===== src/core/hbt_pkg.sv =====
package hbt_pkg;

  // register byte offsets on the avalon slave
  localparam logic [3:0] HBT_OFS_BCR = 4'h0; // board_control_reg
  localparam logic [3:0] HBT_OFS_MODIFIER = 4'h4; // master_window_modifier_reg
  localparam logic [3:0] HBT_OFS_PAGE = 4'h8;
  localparam logic [3:0] HBT_OFS_BSR = 4'hc; // board_status_reg

  // board_control_reg fields
  localparam int HBT_BCR_DRQ = 0; // master_dma_request_enable
  localparam int HBT_BCR_DMA_DONE_IRQ_ENABLE = 1; // dma_done_irq_enable
  localparam int HBT_BCR_TOIE = 2; // timeout irq enable

  // master_window_modifier_reg fields
  localparam int HBT_MOD_AM_LSB = 0; // modifier code 4:0
  localparam int HBT_MOD_INDIV = 8; // indivisible_enable
  localparam int HBT_MOD_TCEND = 9; // dma_count_end_enable

  // board_status_reg fields (write 1 clears sticky bits)
  localparam int HBT_BSR_TO = 0; // remote_timeout_flag
  localparam int HBT_BSR_BERR = 1;
  localparam int HBT_BSR_PERR = 2;
  localparam int HBT_BSR_SEQ = 3; // block sequence open
  localparam int HBT_BSR_DONE = 4; // dma done seen

  // reset values
  localparam logic [15:0] HBT_RST_BCR = 16'h0000;
  localparam logic [15:0] HBT_RST_MOD = 16'h0000;
  localparam logic [15:0] HBT_RST_PAGE = 16'h0000;

  // host ready must finish within this, with margin taken off
  localparam int HBT_CLK_MHZ = 250;
  localparam int HBT_HOST_LIMIT_US = 15;
  localparam int HBT_MARGIN_US = 1;
  localparam int HBT_TIMEOUT_CYC = (HBT_HOST_LIMIT_US - HBT_MARGIN_US) * HBT_CLK_MHZ;

  // host access request carrier
  typedef struct packed {
    logic write;
    logic [15:0] addr;
    logic [15:0] wdata;
  } hbt_host_req_t;

  // expansion bus request carrier
  typedef struct packed {
    logic write;
    logic addr_phase;
    logic [4:0] modifier;
    logic [31:0] addr;
    logic [15:0] wdata;
    logic lock;
  } hbt_exp_req_t;

endpackage : hbt_pkg


===== src/core/hbt_timeout_counter.sv =====
`timescale 1ns/1ps
// counts cycles while a remote access is pending; fires once at the limit
module hbt_timeout_counter #(
  parameter int LIMIT = 3500
) (
  // clock and reset
  input wire logic clk,
  input wire logic rst,
  // control
  input wire logic run,
  output logic expired
);
  localparam int W = $clog2(LIMIT + 1);
  logic [W-1:0] cnt_q;

  initial begin
    if (LIMIT < 2) $error("hbt_timeout_counter: LIMIT too small");
  end

  // restart whenever no cycle is pending
  always_ff @(posedge clk) begin
    if (rst || !run) begin
      cnt_q <= '0;
    end else if (cnt_q != W'(LIMIT)) begin
      cnt_q <= cnt_q + W'(1);
    end
  end

  assign expired = run && (cnt_q == W'(LIMIT - 1));
endmodule : hbt_timeout_counter


===== src/core/hbt_sync3.sv =====
`timescale 1ns/1ps
// three-stage pin synchroniser; a change counts when stages two and three agree
module hbt_sync3 (
  // clock and reset
  input wire logic clk,
  input wire logic rst,
  // pin and result
  input wire logic pin,
  output logic level
);
  logic s1_q;
  logic s2_q;
  logic s3_q;
  logic level_q;

  always_ff @(posedge clk) begin
    if (rst) begin
      s1_q <= 1'b0;
      s2_q <= 1'b0;
      s3_q <= 1'b0;
      level_q <= 1'b0;
    end else begin
      s1_q <= pin;
      s2_q <= s1_q;
      s3_q <= s2_q;
      if (s2_q == s3_q) begin
        level_q <= s3_q;
      end
    end
  end

  assign level = level_q;
endmodule : hbt_sync3


===== src/core/hbt_bridge.sv =====
// Chosen here: the Avalon-MM interface to the registers and the placing of the registers.
`timescale 1ns/1ps
// Behaviour
// - every host window access ends within 15 us, so the host never times out.
// - a remote access that waits too long is ended early as a backoff.
// - a backoff sets the timeout status flag and, if enabled, the interrupt.
// - block mode broadcasts address once with block modifier, then only data.
// - bus and parity errors during a block are latched for later reading.
// - indivisible on, dma off: each window host cycle is the next datum.
// - only the first address is broadcast; later window addresses just continue.
// - software clears indivisible before the last datum; block ends after it.
// - indivisible plus dma request enable moves block data by host dma.
// - after the first processor transfer, dma requests are raised per datum.
// - no other transfer during a dma block; status reads stay harmless.
// - dma-done interrupt enable raises interrupt when dma terminal count arrives.
// - count end enable clears indivisible at terminal count, ending the block.
// - dma reprogramming between rounds leaves the block sequence running.
// - indivisible sequences work as blocks, differing only in modifier code.
// - master cycles drive modifier register and page register on the bus.
// - block and indivisible sequences keep the expansion bus locked.
module hbt_bridge #(
  parameter int TIMEOUT_CYC = hbt_pkg::HBT_TIMEOUT_CYC
) (
  // clock and reset
  input wire logic clk,
  input wire logic rst,
  // avalon-mm register slave
  input wire logic [3:0] avs_address,
  input wire logic avs_read,
  input wire logic avs_write,
  input wire logic [31:0] avs_writedata,
  output logic [31:0] avs_readdata,
  output logic avs_waitrequest,
  // host window access (host memory cycles into the master window)
  input wire logic host_req,
  input wire hbt_pkg::hbt_host_req_t host_cmd,
  input wire logic host_dack,
  input wire logic host_tc,
  output logic host_ready,
  output logic host_done,
  output logic host_backoff,
  output logic [15:0] host_rdata,
  output logic host_drq,
  output logic host_irq,
  // expansion bus master side
  output hbt_pkg::hbt_exp_req_t exp_req,
  output logic exp_valid,
  input wire logic exp_ack_pin,
  input wire logic exp_berr_pin,
  input wire logic exp_perr_pin,
  input wire logic [15:0] exp_rdata
);
  import hbt_pkg::*;

  typedef enum logic [3:0] {
    HBT_IDLE = 4'b0001,
    HBT_ISSUE = 4'b0010,
    HBT_WAIT = 4'b0100,
    HBT_END = 4'b1000
  } hbt_state_t;

  initial begin
    if (TIMEOUT_CYC < 2 || TIMEOUT_CYC > 3750) $error("hbt_bridge: TIMEOUT_CYC out of range");
  end

  hbt_state_t state_q;
  logic [15:0] bcr_q;
  logic [15:0] mod_q;
  logic [15:0] page_q;
  logic to_flag_q;
  logic berr_q;
  logic perr_q;
  logic done_flag_q;
  logic seq_open_q;
  logic first_done_q;
  logic [31:0] avs_readdata_q;
  logic avs_wait_q;
  logic host_ready_q;
  logic host_done_q;
  logic host_backoff_q;
  logic [15:0] host_rdata_q;
  logic host_drq_q;
  logic host_irq_q;
  hbt_exp_req_t exp_req_q;
  logic exp_valid_q;
  hbt_host_req_t cmd_q;
  logic ack_s;
  logic berr_s;
  logic perr_s;
  logic ack_seen_q;
  logic expired;
  logic set_to;
  logic set_done;
  logic bsr_wr;
  logic mod_wr;
  logic tc_end;
  logic block_on;
  logic dma_mode;
  logic take;
  logic answered;
  logic cycle_end;

  // pin synchronisers for the remote handshake
  hbt_sync3 u_sync_ack (.clk(clk), .rst(rst), .pin(exp_ack_pin), .level(ack_s));
  hbt_sync3 u_sync_berr (.clk(clk), .rst(rst), .pin(exp_berr_pin), .level(berr_s));
  hbt_sync3 u_sync_perr (.clk(clk), .rst(rst), .pin(exp_perr_pin), .level(perr_s));

  // elapsed time from cycle start while a remote cycle pends
  hbt_timeout_counter #(.LIMIT(TIMEOUT_CYC)) u_timer (
    .clk(clk),
    .rst(rst),
    .run(state_q == HBT_WAIT),
    .expired(expired)
  );

  // status bit decode, used by the register read only
  function automatic logic [31:0] bsr_value(input logic to, input logic be, input logic pe,
                                            input logic seq, input logic dn);
    logic [31:0] v;
    v = '0;
    v[HBT_BSR_TO] = to;
    v[HBT_BSR_BERR] = be;
    v[HBT_BSR_PERR] = pe;
    v[HBT_BSR_SEQ] = seq;
    v[HBT_BSR_DONE] = dn;
    return v;
  endfunction : bsr_value

  assign block_on = mod_q[HBT_MOD_INDIV];
  assign dma_mode = block_on && bcr_q[HBT_BCR_DRQ];
  assign bsr_wr = avs_write && !avs_wait_q && (avs_address == HBT_OFS_BSR);
  assign mod_wr = avs_write && !avs_wait_q && (avs_address == HBT_OFS_MODIFIER);
  assign take = (state_q == HBT_IDLE) && host_req;
  assign answered = ack_s || berr_s;
  assign cycle_end = (state_q == HBT_END) && !ack_s;
  // an answer in the same cycle as the limit wins, so no false backoff
  assign set_to = (state_q == HBT_WAIT) && expired && !answered;
  assign set_done = host_tc && host_dack && seq_open_q;
  assign tc_end = set_done && mod_q[HBT_MOD_TCEND];

  // avalon: one wait cycle, then answer; reads are side-effect free
  always_ff @(posedge clk) begin
    if (rst) begin
      avs_wait_q <= 1'b1;
      avs_readdata_q <= '0;
    end else begin
      if ((avs_read || avs_write) && avs_wait_q) begin
        avs_wait_q <= 1'b0;
        case (avs_address)
          HBT_OFS_BCR: avs_readdata_q <= {16'h0000, bcr_q};
          HBT_OFS_MODIFIER: avs_readdata_q <= {16'h0000, mod_q};
          HBT_OFS_PAGE: avs_readdata_q <= {16'h0000, page_q};
          HBT_OFS_BSR: avs_readdata_q <= bsr_value(to_flag_q, berr_q, perr_q, seq_open_q, done_flag_q);
          default: avs_readdata_q <= 32'h0000_0000;
        endcase
      end else begin
        avs_wait_q <= 1'b1;
      end
    end
  end

  // control registers; terminal count clears indivisible enable over software
  always_ff @(posedge clk) begin
    if (rst) begin
      bcr_q <= HBT_RST_BCR;
      mod_q <= HBT_RST_MOD;
      page_q <= HBT_RST_PAGE;
    end else begin
      if (avs_write && !avs_wait_q && avs_address == HBT_OFS_BCR) begin
        bcr_q <= {13'h0000, avs_writedata[2:0]};
      end
      if (avs_write && !avs_wait_q && avs_address == HBT_OFS_PAGE) begin
        page_q <= avs_writedata[15:0];
      end
      if (tc_end) begin
        mod_q[HBT_MOD_INDIV] <= 1'b0;
        mod_q[HBT_MOD_TCEND] <= 1'b0;
      end else if (mod_wr) begin
        mod_q <= {6'h00, avs_writedata[9:8], 3'h0, avs_writedata[4:0]};
      end
    end
  end

  // sticky status: set wins over a write-one clear
  always_ff @(posedge clk) begin
    if (rst) begin
      to_flag_q <= 1'b0;
      berr_q <= 1'b0;
      perr_q <= 1'b0;
      done_flag_q <= 1'b0;
    end else begin
      to_flag_q <= set_to || (to_flag_q && !(bsr_wr && avs_writedata[HBT_BSR_TO]));
      berr_q <= (berr_s && state_q == HBT_WAIT) ||
                (berr_q && !(bsr_wr && avs_writedata[HBT_BSR_BERR]));
      perr_q <= (perr_s && state_q == HBT_WAIT) ||
                (perr_q && !(bsr_wr && avs_writedata[HBT_BSR_PERR]));
      done_flag_q <= set_done || (done_flag_q && !(bsr_wr && avs_writedata[HBT_BSR_DONE]));
    end
  end

  // interrupt follows enabled sticky events
  always_ff @(posedge clk) begin
    if (rst) begin
      host_irq_q <= 1'b0;
    end else begin
      host_irq_q <= (to_flag_q && bcr_q[HBT_BCR_TOIE]) ||
                    (done_flag_q && bcr_q[HBT_BCR_DMA_DONE_IRQ_ENABLE]);
    end
  end

  // remote cycle state: idle, issue, wait for answer or limit, wait for answer to drop
  always_ff @(posedge clk) begin
    if (rst) begin
      state_q <= HBT_IDLE;
    end else begin
      case (state_q)
        HBT_IDLE: begin
          if (host_req) begin
            state_q <= HBT_ISSUE;
          end
        end
        HBT_ISSUE: begin
          state_q <= HBT_WAIT;
        end
        HBT_WAIT: begin
          if (answered || expired) begin
            state_q <= HBT_END;
          end
        end
        HBT_END: begin
          // the pin must drop before the next cycle, or its answer would be taken twice
          if (!ack_s) begin
            state_q <= HBT_IDLE;
          end
        end
        default: begin
          state_q <= HBT_IDLE;
        end
      endcase
    end
  end

  // command held for the whole remote cycle
  always_ff @(posedge clk) begin
    if (rst) begin
      cmd_q <= '0;
    end else if (take) begin
      cmd_q <= host_cmd;
    end
  end

  // host handshake: ready held off from take until the answer has gone
  always_ff @(posedge clk) begin
    if (rst) begin
      host_ready_q <= 1'b1;
      host_done_q <= 1'b0;
      host_backoff_q <= 1'b0;
      host_rdata_q <= '0;
    end else begin
      host_done_q <= cycle_end;
      host_backoff_q <= set_to;
      if (take) begin
        host_ready_q <= 1'b0;
      end else if (cycle_end) begin
        host_ready_q <= 1'b1;
      end
      if (state_q == HBT_WAIT && answered) begin
        host_rdata_q <= exp_rdata;
      end
    end
  end

  // remembers an answer, so a backoff leaves the sequence state alone
  always_ff @(posedge clk) begin
    if (rst) begin
      ack_seen_q <= 1'b0;
    end else if (state_q == HBT_ISSUE) begin
      ack_seen_q <= 1'b0;
    end else if (state_q == HBT_WAIT && answered) begin
      ack_seen_q <= 1'b1;
    end
  end

  // sequence opens on the first answered datum, closes on the first answered datum after indivisible drops
  always_ff @(posedge clk) begin
    if (rst) begin
      seq_open_q <= 1'b0;
      first_done_q <= 1'b0;
    end else if (cycle_end && ack_seen_q) begin
      seq_open_q <= block_on;
      first_done_q <= block_on;
    end
  end

  // expansion valid from issue until the answer or the limit
  always_ff @(posedge clk) begin
    if (rst) begin
      exp_valid_q <= 1'b0;
    end else if (state_q == HBT_ISSUE) begin
      exp_valid_q <= 1'b1;
    end else if (state_q == HBT_WAIT && (answered || expired)) begin
      exp_valid_q <= 1'b0;
    end
  end

  // request fields frozen while valid; lock spans the whole sequence, last datum included
  always_ff @(posedge clk) begin
    if (rst) begin
      exp_req_q <= '0;
    end else if (state_q == HBT_ISSUE) begin
      exp_req_q.write <= cmd_q.write;
      exp_req_q.wdata <= cmd_q.wdata;
      exp_req_q.modifier <= mod_q[HBT_MOD_AM_LSB +: 5];
      exp_req_q.addr <= {page_q, cmd_q.addr};
      // address only on the first datum of a sequence
      exp_req_q.addr_phase <= !seq_open_q;
      exp_req_q.lock <= block_on || seq_open_q;
    end else if (cycle_end) begin
      exp_req_q.lock <= block_on;
    end else if (state_q == HBT_IDLE && !block_on && !seq_open_q) begin
      exp_req_q.lock <= 1'b0;
    end
  end

  // dma request per remaining datum after the first processor transfer
  always_ff @(posedge clk) begin
    if (rst) begin
      host_drq_q <= 1'b0;
    end else begin
      host_drq_q <= dma_mode && first_done_q && seq_open_q && state_q == HBT_IDLE &&
                    !host_req && !host_dack;
    end
  end

  assign avs_readdata = avs_readdata_q;
  assign avs_waitrequest = avs_wait_q;
  assign host_ready = host_ready_q;
  assign host_done = host_done_q;
  assign host_backoff = host_backoff_q;
  assign host_rdata = host_rdata_q;
  assign host_drq = host_drq_q;
  assign host_irq = host_irq_q;
  assign exp_req = exp_req_q;
  assign exp_valid = exp_valid_q;
endmodule : hbt_bridge


===== config.mk =====
export PLATFORM = sky130hd
export DESIGN_NAME = hbt_bridge
export DESIGN_NICKNAME = d
export VERILOG_FILES = /design/src/core/hbt_pkg.sv /design/src/core/hbt_timeout_counter.sv /design/src/core/hbt_sync3.sv /design/src/core/hbt_bridge.sv
export SDC_FILE = /design/constraint.sdc
export NUM_CORES = 1
export LEC_CHECK = 0
export BUFFER_PORTS_ARGS = -buffer_cell sky130_fd_sc_hd__buf_2
export CORE_MARGIN = 2
export CORE_UTILIZATION = 45
export DETAILED_ROUTE_END_ITERATION = 10
export GPL_ROUTABILITY_DRIVEN = 0
export PLACE_DENSITY = 0.71
export SYNTH_ARGS = -nofsm -noshare
export SYNTH_HDL_FRONTEND = slang
export SYNTH_SLANG_ARGS = --single-unit

===== constraint.sdc =====
create_clock -name clk -period 2.3 [get_ports clk]
set_clock_uncertainty 0.05 [all_clocks]
set_input_delay 0.46 -clock clk [delete_from_list [all_inputs] [get_ports clk]]
set_output_delay 0.46 -clock clk [all_outputs]
set_load 0.05 [all_outputs]

==> results.py <==
metrics = {
    "place": {
        "portBuffers": 173,
        "dp_cells": 1224,
        "hpwl_um": 12300,
        "post-place-ws_ps": 182,
    },
    "floorplan": {
        "die_h_um": 132,
        "start_util_pct": 46.1,
        "num_rows": 46,
        "core_um2": 15900,
        "dieArea_um2": 17400,
        "dieWidth_um": 132,
        "ios": 206,
    },
    "pwr": {
        "p_switching_uw": 1700,
        "seqPwrFrac_pct": 48.7,
        "pwr-share-comb_pct": 8.4,
        "clkPwrFrac_pct": 42.9,
        "intPower_uw": 5200,
        "switching_share_pct": 24.7,
        "powerDensity_nw_per_um2": 766,
        "irDropWorstVdd_v": 0.000521,
        "leakagePower_uw": 0.00348,
    },
    "setup_path": {
        "worstSetupStartpoint": "state_q[1]",
        "path_max_fanout": 37,
        "critical_path_arrival_ps": 2220,
        "r2r_slack_ps": 330,
        "worst-setup-path-type": "reg2reg",
        "rr_endpoint": "exp_req[6]",
        "critPathLaunchType": "register",
        "reg2reg_from": "state_q[1]",
        "reg2reg_depth": 4,
        "end_kind": "register",
        "worstPathRequired_ps": 2540,
    },
    "route": {
        "drtPass1Iterations": 5,
        "drt_iter0_drc": 439,
        "drt-total-wl_um": 19100,
        "vias": 6706,
        "drc": 0,
        "antenna_left": 0,
        "wl_per_cell_um": 15.2,
        "via_per_inst": 5.33,
    },
    "min_path": {
        "hold_path_startpoint": "exp_ack_pin",
        "min_path_cells": 2,
        "min-delay-path-class": "in2reg",
        "min_to": "u_sync_ack.s1_q",
    },
    "synth": {
        "synthCells": 879,
        "yosys_warnings": 0,
        "synthAdderAreaFrac_pct": 0.341,
        "synth_area_um2": 7350,
        "synth_xor_area_share_pct": 0.119,
        "yosys.area_share.simple_pct": 20.4,
        "yosys_most_used_dff": "dfxtp_1",
        "synthArstFlopShare_pct": 0,
        "synth_top_family_by_area": "simple AND/OR/NAND/NOR gates",
        "yosys.cell_types.count": 53,
        "synth_compound_area_share_pct": 19.6,
        "synth.mux.area_fraction_pct": 2.18,
        "synth_edf_count": 0,
        "synth.avg_cell_area_um2": 8.36,
        "seq_area_frac_synth_pct": 51.2,
        "synth_seq_cells": 188,
    },
    "cts": {
        "cts_made_buffers": 17,
        "cts_max_level": 4,
        "postCtsHoldBufs": 0,
        "clock-sinks": 188,
        "post_cts_resized": 0,
        "cts_tree": "built",
        "cts_root_buf": "clkbuf_16",
        "clk_pin_slew_ps": 70,
        "clk_latency_ps": 430,
        "cts_setup_buffers": 0,
        "clock_path_buffers": 2,
    },
    "sta": {
        "tightest_slew_ps": 684,
        "rsz0062_at_grt": "no",
        "slew_headroom_pct": 54.1,
        "setup_violations": 0,
        "timing.hold.ws_ps": 185,
        "slew_violations": 0,
        "post-route-period-util_pct": 85.7,
        "setup-tns-final_ps": 0,
        "final_hold_viol_count": 0,
        "min_period_ps": 1970,
        "max_clock_freq_ghz": 0.507,
        "fin_ws_ps": 329,
    },
    "final_layout": {
        "stdcell_count": 1257,
        "fill_cells": 1484,
        "layout-drive-gt1-share_pct": 23.8,
        "syn_to_final_growth_pct": 22.7,
        "final_common_cell": "dfxtp_1",
        "nets": 1124,
        "layout_common_cells": "dfxtp_1 (188), buf_2 (172), a21oi_1 (150), nand2_1 (146), nand3_1 (93)",
        "final_util_pct": 56.5,
    },
    "global_route": {
        "antenna_found_initial": 1,
        "grt_pass1_wl_um": 31000,
        "grt_max_degree": 122,
        "grt_remaining_overflow": 0,
        "grt_pass1_vias": 6161,
        "grtUsageTotal_pct": 21.7,
    },
    "status": {
        "run_status": "finished, final reports clean",
    },
    "flow_run": {
        "maxCapViolations": 0,
    },
}
-- stage by stage --
step / cell area [µm²] / total power, µW
2_1_floorplan: 7400 / 3830
3_3_place_gp: 8410 / 4000
3_5_place_dp: 8410 / 4010
4_1_cts: 9010 / 6950
5_1_grt: 9010 / 7140
6_report: 9010 / 6900
-- synthesized netlist by cell type, drive strengths merged (2+ instances only) --
cell | instances | share of area [%]
a211oi | 5 | 0.58
and3b | 4 | 0.48
a21oi | 150 | 10
nor2 | 10 | 0.51
mux4 | 3 | 0.92
buf | 25 | 2.2
or3 | 5 | 0.43
nor4b | 5 | 0.94
a21o | 2 | 0.20
or4 | 6 | 0.61
or4b | 5 | 0.68
or2 | 3 | 0.26
o31ai | 8 | 0.82
nor2b | 13 | 1.1
dfxtp | 188 | 51
clkbuf | 61 | 3.1
nor3 | 7 | 0.48
inv | 13 | 0.66
mux2i | 7 | 0.95
nand3 | 93 | 6.3
a31oi | 2 | 0.17
nand2 | 146 | 7.5
o32ai | 2 | 0.24
o211ai | 3 | 0.31
o21ai | 80 | 5.5
a22oi | 3 | 0.31
mux2 | 2 | 0.31
nand2b | 3 | 0.26
nand4 | 4 | 0.34
o21a | 2 | 0.20
ha | 2 | 0.34
a221oi | 2 | 0.24
-- cells by family (layout without fill, tap and decap cells) --
family / Yosys count / after routing
simple gates: 309 / 309
compound gates: 266 / 266
flops: 188 / 188
buf+inv: 100 / 246
mux: 12 / 12
fa+ha+maj: 2 / 2
other cells: 1 / 17
xor+xnor: 1 / 1
-- power groups by stage --
stage                     Combinational [µW]  Sequential, µW  Clock [µW]
after CTS                                572            3360        3010
after global routing                     632            3370        3140
after floorplan                          370            3460           0
after detailed placement                 570            3440           0
final                                    577            3360        2960
after global placement                   567            3440           0
-- worst max-delay path: stages, from the launching register on --
cell	delay, ps
dfxtp_1	630
or4b_2	650
buf_4	300
nand2_1	120
a21oi_1	70
-- flip-flops by register name (all words and copies together), names as in the netlist, 3 cells and up --
name,cells
mod_q,7
exp_req,56
host_rdata,16
cmd_q,33
state_q,4
u_timer.cnt_q,12
bcr_q,3
avs_readdata,16
page_q,16
-- how the worst max path moves through the flow --
| stage | end | slack [ps] |
|---|---|---|
| 3_5_place_dp | mod_q[2] | 180 |
| 2_1_floorplan | mod_q[0] | 430 |
| 3_3_place_gp | mod_q[2] | 170 |
| 6_report | exp_req[6] | 330 |
| 4_1_cts | exp_req[1] | 330 |
| 5_1_grt | exp_req[5] | 220 |
-- layer usage --
layer  up-vias  share of wire, %  global-route usage [%]
met4         0               1.4                    7.13
met2       207                46                    33.5
met1      3138                46                    29.9
li1       3337                 -                       -
met3        24               5.8                    5.42
met5         -                 0                       0
-- area by class of cell --
| type | instances | area [µm²] | share of cell area, % |
|---|---|---|---|
| diodes | 1 | 2.50 | 0.0278 |
| multi-input cells | 606 | 3230 | 35.8 |
| inverters | 14 | 52.6 | 0.583 |
| well taps | 216 | 270 | 3.00 |
| flip-flops and latches | 188 | 3760 | 41.8 |
| clock inverters | 11 | 129 | 1.43 |
| clock buffers | 21 | 470 | 5.22 |
| repair buffers | 200 | 1100 | 12.2 |
(Power assumes the default switching activity.)
